`src/common/dsau_pkg.sv`:
```
// Purpose: constants for the data space access unit
// Assumes: 16-bit byte addresses, word-wide memory of two byte lanes
// Notes: sizes follow the documented memory map
package dsau_pkg;
  localparam int ADDR_W = 16;
  localparam int PAGE_W = 9;
  localparam int EXT_W = 24;
  localparam logic [15:0] SFR_BASE = 16'h0000;
  localparam logic [15:0] SFR_LAST = 16'h0FFF;
  localparam logic [15:0] NEAR_LAST = 16'h1FFF;
  localparam int NEAR_W = 13;
  localparam logic [15:0] RAM_BASE = 16'h1000;
  localparam logic [15:0] RAM_LAST_MAX = 16'hCFFF;
  localparam logic [15:0] STEP_BYTE = 16'h0001;
  localparam logic [15:0] STEP_WORD = 16'h0002;
  localparam logic [PAGE_W-1:0] PAGE_RESET = 9'h001;
  localparam logic [15:0] WORD_ZERO = 16'h0000;
  typedef enum logic [1:0] {
    DSAU_EXT_NONE = 2'b00,
    DSAU_EXT_SIGN = 2'b01,
    DSAU_EXT_ZERO = 2'b10
  } dsau_ext_type;
endpackage

```
`src/design/dsau_access_unit.sv`:
```
// Purpose: data space access steering between core and two-lane memory
// Assumes: memory and sfr read data arrive one cycle after the request
// Notes: one read and one write port, each with its own address path
`timescale 1ns/10ps
`default_nettype none
module dsau_access_unit
  import dsau_pkg::*;
#(
  parameter logic [15:0] RAM_LAST = RAM_LAST_MAX
) (
  // clock and reset
  input wire logic clk,
  input wire logic rst,
  // page registers
  input wire logic page_write_rd,
  input wire logic page_write_wr,
  input wire logic [PAGE_W-1:0] page_wdata,
  output logic [PAGE_W-1:0] read_page_register,
  output logic [PAGE_W-1:0] write_page_register,
  // read request from core
  input wire logic rd_req,
  input wire logic rd_byte,
  input wire logic rd_direct,
  input wire logic [NEAR_W-1:0] rd_direct_addr,
  input wire logic [ADDR_W-1:0] rd_pointer,
  input wire logic rd_postinc,
  input wire logic [1:0] rd_ext,
  input wire logic [15:0] rd_dest_old,
  // write request from core
  input wire logic wr_req,
  input wire logic wr_byte,
  input wire logic [ADDR_W-1:0] wr_pointer,
  input wire logic wr_postinc,
  input wire logic [15:0] wr_data,
  // memory side
  output logic mem_rd_en,
  output logic [EXT_W-2:0] mem_rd_word,
  input wire logic [15:0] mem_rdata,
  input wire logic sfr_hit,
  output logic mem_wr_lo,
  output logic mem_wr_hi,
  output logic [EXT_W-2:0] mem_wr_word,
  output logic [15:0] mem_wdata,
  // results to core
  output logic rd_valid,
  output logic [15:0] rd_result,
  output logic [ADDR_W-1:0] rd_pointer_next,
  output logic [ADDR_W-1:0] wr_pointer_next,
  output logic addr_trap
);

  // ---------------------------------------------------------------
  // helpers
  // ---------------------------------------------------------------
  // size scaled step
  function automatic logic [15:0] post_step(input logic [15:0] a,
                                            input logic inc,
                                            input logic is_byte);
    logic [15:0] s;
    s = is_byte ? STEP_BYTE : STEP_WORD;
    post_step = inc ? a + s : a;
  endfunction

  function automatic logic implemented(input logic [15:0] a);
    implemented = (a <= SFR_LAST) || (a >= RAM_BASE && a <= RAM_LAST);
  endfunction

  // ---------------------------------------------------------------
  // page registers
  // ---------------------------------------------------------------
  logic [PAGE_W-1:0] next_read_page_register;
  logic [PAGE_W-1:0] next_write_page_register;

  always_comb begin
    next_read_page_register = read_page_register;
    next_write_page_register = write_page_register;
    if (page_write_rd) begin
      next_read_page_register = page_wdata;
    end
    if (page_write_wr) begin
      next_write_page_register = page_wdata;
    end
  end

  always_ff @(posedge clk) begin
    if (rst) begin
      read_page_register <= PAGE_RESET;
      write_page_register <= PAGE_RESET;
    end else begin
      read_page_register <= next_read_page_register;
      write_page_register <= next_write_page_register;
    end
  end

  // ---------------------------------------------------------------
  // read path
  // ---------------------------------------------------------------
  logic [15:0] rd_ea;
  logic rd_misaligned;
  logic next_mem_rd_en;
  logic [EXT_W-2:0] next_mem_rd_word;
  logic [ADDR_W-1:0] next_rd_pointer_next;
  logic pend;
  logic next_pend;
  logic pend_byte;
  logic next_pend_byte;
  logic pend_hi;
  logic next_pend_hi;
  logic pend_impl;
  logic next_pend_impl;
  logic pend_sfr;
  logic next_pend_sfr;
  logic [1:0] pend_ext;
  logic [1:0] next_pend_ext;
  logic [15:0] pend_old;
  logic [15:0] next_pend_old;
  logic next_rd_valid;
  logic [15:0] next_rd_result;
  logic [7:0] sel;

  always_comb begin
    // direct field covers near space only
    rd_ea = rd_direct ? {3'b000, rd_direct_addr} : rd_pointer;
    rd_misaligned = rd_req && !rd_byte && rd_ea[0];
    next_mem_rd_en = rd_req;
    // page joined with word address
    // page msb lies past the 16 Mbyte space, so it is dropped
    next_mem_rd_word = {read_page_register[PAGE_W-2:0], rd_ea[15:1]};
    next_rd_pointer_next = rd_req ?
      post_step(rd_pointer, rd_postinc && !rd_direct, rd_byte) :
      rd_pointer_next;
    next_pend = rd_req;
    next_pend_byte = rd_byte;
    next_pend_hi = rd_ea[0];
    next_pend_impl = implemented(rd_ea);
    next_pend_sfr = rd_ea <= SFR_LAST;
    next_pend_ext = rd_ext;
    next_pend_old = rd_dest_old;
    next_rd_result = WORD_ZERO;
    if (pend_impl && (!pend_sfr || sfr_hit)) begin
      next_rd_result = mem_rdata;
    end
    sel = pend_hi ? next_rd_result[15:8] : next_rd_result[7:0];
    if (pend_byte) begin
      next_rd_result = {pend_old[15:8], sel};
    end
    case (dsau_ext_type'(pend_ext))
      DSAU_EXT_SIGN: next_rd_result = {{8{next_rd_result[7]}},
                                       next_rd_result[7:0]};
      DSAU_EXT_ZERO: next_rd_result = {8'h00, next_rd_result[7:0]};
      default: next_rd_result = next_rd_result;
    endcase
    next_rd_valid = pend;
    if (!pend) begin
      next_rd_result = rd_result;
    end
  end

  always_ff @(posedge clk) begin
    if (rst) begin
      mem_rd_en <= 1'b0;
      mem_rd_word <= '0;
      rd_pointer_next <= '0;
      pend <= 1'b0;
      pend_byte <= 1'b0;
      pend_hi <= 1'b0;
      pend_impl <= 1'b0;
      pend_sfr <= 1'b0;
      pend_ext <= 2'b00;
      pend_old <= WORD_ZERO;
      rd_valid <= 1'b0;
      rd_result <= WORD_ZERO;
    end else begin
      mem_rd_en <= next_mem_rd_en;
      mem_rd_word <= next_mem_rd_word;
      rd_pointer_next <= next_rd_pointer_next;
      pend <= next_pend;
      pend_byte <= next_pend_byte;
      pend_hi <= next_pend_hi;
      pend_impl <= next_pend_impl;
      pend_sfr <= next_pend_sfr;
      pend_ext <= next_pend_ext;
      pend_old <= next_pend_old;
      rd_valid <= next_rd_valid;
      rd_result <= next_rd_result;
    end
  end

  // ---------------------------------------------------------------
  // write path
  // ---------------------------------------------------------------
  logic wr_misaligned;
  logic next_mem_wr_lo;
  logic next_mem_wr_hi;
  logic [EXT_W-2:0] next_mem_wr_word;
  logic [15:0] next_mem_wdata;
  logic [ADDR_W-1:0] next_wr_pointer_next;
  logic next_addr_trap;

  always_comb begin
    // write address formed on its own
    wr_misaligned = wr_req && !wr_byte && wr_pointer[0];
    next_mem_wr_word = {write_page_register[PAGE_W-2:0], wr_pointer[15:1]};
    next_mem_wr_lo = wr_req && wr_byte && !wr_pointer[0];
    next_mem_wr_hi = wr_req && wr_byte && wr_pointer[0];
    next_mem_wdata = wr_byte ? {wr_data[7:0], wr_data[7:0]} : wr_data;
    if (wr_req && !wr_byte && !wr_misaligned) begin
      next_mem_wr_lo = 1'b1;
      next_mem_wr_hi = 1'b1;
    end
    // write pointer held on fault for inspection; read pointer still steps on a misaligned read
    next_wr_pointer_next = wr_pointer_next;
    if (wr_req) begin
      next_wr_pointer_next = wr_misaligned ? wr_pointer :
        post_step(wr_pointer, wr_postinc, wr_byte);
    end
    next_addr_trap = rd_misaligned || wr_misaligned;
  end

  always_ff @(posedge clk) begin
    if (rst) begin
      mem_wr_lo <= 1'b0;
      mem_wr_hi <= 1'b0;
      mem_wr_word <= '0;
      mem_wdata <= WORD_ZERO;
      wr_pointer_next <= '0;
      addr_trap <= 1'b0;
    end else begin
      mem_wr_lo <= next_mem_wr_lo;
      mem_wr_hi <= next_mem_wr_hi;
      mem_wr_word <= next_mem_wr_word;
      mem_wdata <= next_mem_wdata;
      wr_pointer_next <= next_wr_pointer_next;
      addr_trap <= next_addr_trap;
    end
  end

endmodule
`default_nettype wire
```
`config.mk`:
```
export PLATFORM = sky130hd
export DESIGN_NAME = dsau_access_unit
export DESIGN_NICKNAME = d
export VERILOG_FILES = /design/src/common/dsau_pkg.sv /design/src/design/dsau_access_unit.sv
export SDC_FILE = /design/constraint.sdc
export NUM_CORES = 1
export LEC_CHECK = 0
export ABC_CLOCK_PERIOD_IN_PS = 4700
export BUFFER_PORTS_ARGS = -buffer_cell sky130_fd_sc_hd__buf_2
export CORE_MARGIN = 5
export CORE_UTILIZATION = 51
export CTS_BUF_LIST = sky130_fd_sc_hd__clkbuf_16
export DETAILED_ROUTE_END_ITERATION = 16
export PLACE_DENSITY = 0.87
export SLEW_MARGIN = 0
export SYNTH_ARGS = -nofsm -noshare
export SYNTH_HDL_FRONTEND = slang
export SYNTH_SLANG_ARGS = --single-unit
export TNS_END_PERCENT = 20
```
`constraint.sdc`:
```
create_clock -name clk -period 4.7 [get_ports clk]
set_input_delay 0.47 -clock clk [delete_from_list [all_inputs] [get_ports clk]]
set_output_delay 0.47 -clock clk [all_outputs]
set_load 0.01 [all_outputs]
```
## Yosys cells after proc, flatten, opt, wreduce, memory -nomap -nowiden

Index checks and enable logic that the tools add are counted.
Widths: inputs -> output; s select.

| cells by class | value |
|---|---|
| add/subtract/negate cells | 2 |
| magnitude comparators | 3 |
| equality and inequality tests | 2 |
| muxes and demuxes | 13 |
| reductions and logical operators | 20 |

Operators by type and width:

| cell | count |
|---|---|
| $mux 16 | 7 |
| $add 16x2->16 | 2 |
| $pmux 16 s2 | 1 |
| $ge 16x13->1 const B | 1 |
| $le 16x12->1 const B | 1 |
| $le 16x16->1 const B | 1 |
| $logic_and 1x1->1 | 11 |
| $mux 8 | 1 |
| $logic_not 1->1 | 6 |
| $mux 2 | 2 |
| $logic_or 1x1->1 | 3 |
| $eq 2x1->1 const B | 1 |
| $eq 2x2->1 const B | 1 |
| $mux 1 | 2 |

| storage, ports and cells | value |
|---|---|
| bits in registers | 155 |
| bits of input ports | 116 |
| output and inout bits | 133 |
| logic and storage cells | 59 |

## Logic depth before layout (Yosys ltp)

| depth | value |
|---|---|
| word-level depth | 7 |
| mapped depth | 8 |
| depth with buffers taken out | 6 |

## Least setup slack after synthesis

OpenSTA, ideal clock, no wires.

| path | value |
|---|---|
| path type | input-to-reg |
| start point | input wr_byte |
| end point | register wr_pointer_next[9] |
| setup time | 0.091 ns |
| arrival time | 2.304 ns |
| required time | 4.609 ns |
| slack | 2.305 ns |
| stages on the path | 8 |
| buffers on the path | 2 |
| cells stage by stage | buf_1 -> inv_1 -> ha_1 -> a21oi_1 -> nand4b_1 -> clkbuf_1 -> or3_1 -> a311oi_1 |

| on the way | value |
|---|---|
| word-level cells in the longest chain between the ends | 4 |
| elaborated cells on any way between the ends | 7 |
| classes of those cells | 1 x add/sub; 3 x mux; 3 x reduce/logical |

RTL lines:

| element | line | RTL |
|---|---|---|
| from (decl) | dsau_access_unit.sv:31 | `input wire logic wr_byte,` |
| $mux 2 or $logic_not 1->1 (tied branches) | dsau_access_unit.sv:60, dsau_access_unit.sv:202 |  |
| $add 16x2->16 or $logic_and 1x1->1 (tied branches) | dsau_access_unit.sv:61, dsau_access_unit.sv:202 |  |
| $mux 16 or $logic_and 1x1->1 (tied branches) | dsau_access_unit.sv:61, dsau_access_unit.sv:202 |  |
| $mux 16 (*) | dsau_access_unit.sv:214 | `next_wr_pointer_next = wr_misaligned ? wr_pointer :` |
| to (signal assigned) | dsau_access_unit.sv:233 | `wr_pointer_next <= next_wr_pointer_next;` |
| to (decl) | dsau_access_unit.sv:48 | `output logic [ADDR_W-1:0] wr_pointer_next,` |

Mark *: on every way between the ends. The rest lies on a longest branch, timed or not.
A chain may end at the register's enable or synchronous reset.

## Worst setup path after layout

| path | value |
|---|---|
| start point | input wr_byte |
| end point | register wr_pointer_next[15] |

The elaborated chain is that of the path after synthesis.

==> results_dict.tcl <==
set metrics [dict create \
    ctsHtreeMaxLevel 4 \
    fin_nets 927 \
    start_util_pct 51.88 \
    drive_above_1_share_pct 34.07 \
    port_buffers 240 \
    reg2reg_slack_ns 2.45 \
    cts_max_path_buffers 2 \
    finalWeightedCongestion 0.8336 \
    core_area_um2 10840 \
    clock_latency_ns 0.41 \
    cts_sinks 147 \
    first_global_vias 5008 \
    post-dp-hpwl_um 11280 \
    hold_viol_final 0 \
    yosys-top-cells-area "dfxtp_1, mux2i_1, nor2_1" \
    postSynthAreaPerCell_um2 9.781 \
    ys.flop_type "dfxtp_1" \
    vias 5019 \
    power_density_nw_per_um2 387.4 \
    cp-end-kind "register" \
    finalCriticalPeriod_ns 2.340 \
    syn_nets 699 \
    synth.most_common_cell "dfxtp_1" \
    drv_cap 0 \
    chipWidth_um 115.0 \
    power.leakage_nw 3.540 \
    row_count 38 \
    grt_pass1_wl_um 23970 \
    seq_area_frac_synth_pct 52.32 \
    diodes 0 \
    cts_tree "built" \
    die_area_um2 13230 \
    drt.antenna.violating_nets 0 \
    grt_max_degree 55 \
    drcViolationCount 0 \
    drt_first_pass_iters 4 \
    synth_edf_count 0 \
    seq_area_um2 2943 \
    min_from "rd_dest_old[11]" \
    grt_overflow_total 0 \
    cp.required_ns 5.02 \
    fin_skew_ns 0.006574 \
    first_iter_violations 252 \
    tightest_slew_ns 0.7567 \
    clockRootBuffer "clkbuf_16" \
    cp_max_fo 14 \
    layout-area-overhead-vs-synth_pct 31.50 \
    fmax_mhz 427.4 \
    path_clk_slew_ns 0.05 \
    holdPathEnd "pend_old[11]$_SDFF_PP0_" \
    synth_top_area_cell "dfxtp_1" \
    viasPerCell 5.267 \
    grt_usage_pct 23.02 \
    grt_antenna_before_repair 0 \
    yosysWarnings 0 \
    r2r_start "pend_byte$_SDFF_PP0_" \
    ios 249 \
    slew_headroom_pct 49.32 \
    final-max-slew-violation-count 0 \
    cts_resized 0 \
    synthCells 575 \
    postCtsHoldBufs 0 \
    netlist.area_leader.share_pct 52.32 \
    final_cells 953 \
    multi_input_area_um2 2514 \
    min_period_over_period_pct 49.78 \
    syn-cell-area_um2 5624 \
    reg2regPathDepth 4 \
    yosysUniqueCellTypes 44 \
    finalWirelength_um 15190 \
    peakVddDrop_v 0.0002802 \
    r2r-end "rd_result[9]$_SDFFE_PP0P_" \
    critPathKind "input port to register" \
    cts_buffers 17 \
    hp-class "input port to register" \
    die_y_um 115.0 \
    ys_ff_latch 147 \
    arrival_ns 2.66 \
    status "finished clean" \
    synthArstFlopShare_pct 0 \
    fillCellCount 863 \
    rsz0062_at_grt "false" \
    hold_path_depth 2 \
    post_cts_buffers 0 \
    dp.cells 924 \
    wire_per_inst_um 15.93 \
    start_kind "input port" \
    tns_ns 0 \
    synth_common_cells "dfxtp_1, nor2_1, nor2b_1" \
    setup_viol 0 \
]
## through the flow
stage	total power [mW]	cell area (µm²)	util, %	hold WS, ns	setup WS [ns]
floorplan	1.559	5624	-	0.4844	2.305
global route	2.998	7396	68.22	0.2461	2.169
global placement	1.713	6892	63.57	0.4326	2.043
CTS	2.893	7396	68.22	0.2493	2.389
finish	2.865	7396	68.22	0.2648	2.360
detailed placement	1.724	6892	63.57	0.4405	1.932
## final cells by class
class                      count  share of cell area [%]
clock buffer                  17                   5.752
clock inverter                12                   1.066
inverter                      11                  0.5583
sequential                   147                   39.79
timing repair buffer         242                   16.48
tap                          140                   2.368
multi-input combinational    384                   33.99
## critical path: stages
cell	delay, ns
buf_2	0.31
inv_1	0.14
ha_1	0.30
a21oi_1	0.05
nand4b_1	0.50
or4_1	0.64
a311oi_1	0.25
## cell usage in the layout, fill, tap and decap left out, types with 11 or more instances in the layout
master     instances
o21ai_0           21
clkbuf_16         17
a211oi_1          24
a311oi_1          16
dfxtp_1          147
nor2b_1           51
buf_2            239
nor2_1            89
mux2i_1           44
inv_1             14
nand3_1           11
nand2_1           23
and2_1            11
## layer usage
layer  wire length, µm  part of all wire (%)  up-vias  GRT usage [%]
met5                 0                     0        -              0
met4               401                   2.6        0          11.27
met1              5849                    39     2342          24.96
met2              7568                    50      205          38.89
met3              1367                   9.0       32          9.421
li1                  -                     -     2440              -
## where the power goes
part	internal [mW]	switching, mW
registers	1.32	0.0336
logic	0.150	0.194
clock network	0.699	0.467
total	2.17	0.695
## registers in the layout, indices dropped and copies added (netlist names), 9 cells and up
register / cells
mem_rd_word: 23
mem_wdata: 16
mem_wr_word: 23
rd_pointer_next: 16
rd_result: 16
read_page_register: 9
wr_pointer_next: 16
write_page_register: 9
## worst max path at each step
| stage | from | endpoint | slack (ns) | depth (start not counted) |
|---|---|---|---|---|
| 2_1_floorplan | wr_byte | wr_pointer_next[9]$_SDFFE_PP0P_ | 2.31 | 8 |
| 3_3_place_gp | wr_byte | wr_pointer_next[15]$_SDFFE_PP0P_ | 2.04 | 7 |
| 3_5_place_dp | wr_byte | wr_pointer_next[15]$_SDFFE_PP0P_ | 1.93 | 7 |
| 4_1_cts | wr_byte | wr_pointer_next[15]$_SDFFE_PP0P_ | 2.39 | 7 |
| 5_1_grt | pend_byte$_SDFF_PP0_ | rd_result[12]$_SDFFE_PP0P_ | 2.17 | 4 |
| 6_report | wr_byte | wr_pointer_next[15]$_SDFFE_PP0P_ | 2.36 | 7 |
## kinds of logic (layout without fill, tap and decap cells)
kind of cell / after synthesis / count (layout) / synth area share, %
XOR/XNOR: 15 / 15 / 2.336
AO/OA/AOI/OAI: 77 / 77 / 9.522
buffers and inverters: 44 / 282 / 2.981
multiplexers: 48 / 48 / 8.632
flip-flops: 147 / 147 / 52.32
adder cells (fa/ha/maj): 8 / 8 / 2.047
AND/OR/NAND/NOR: 236 / 236 / 22.16
Power figures use the tool's default switching activity.
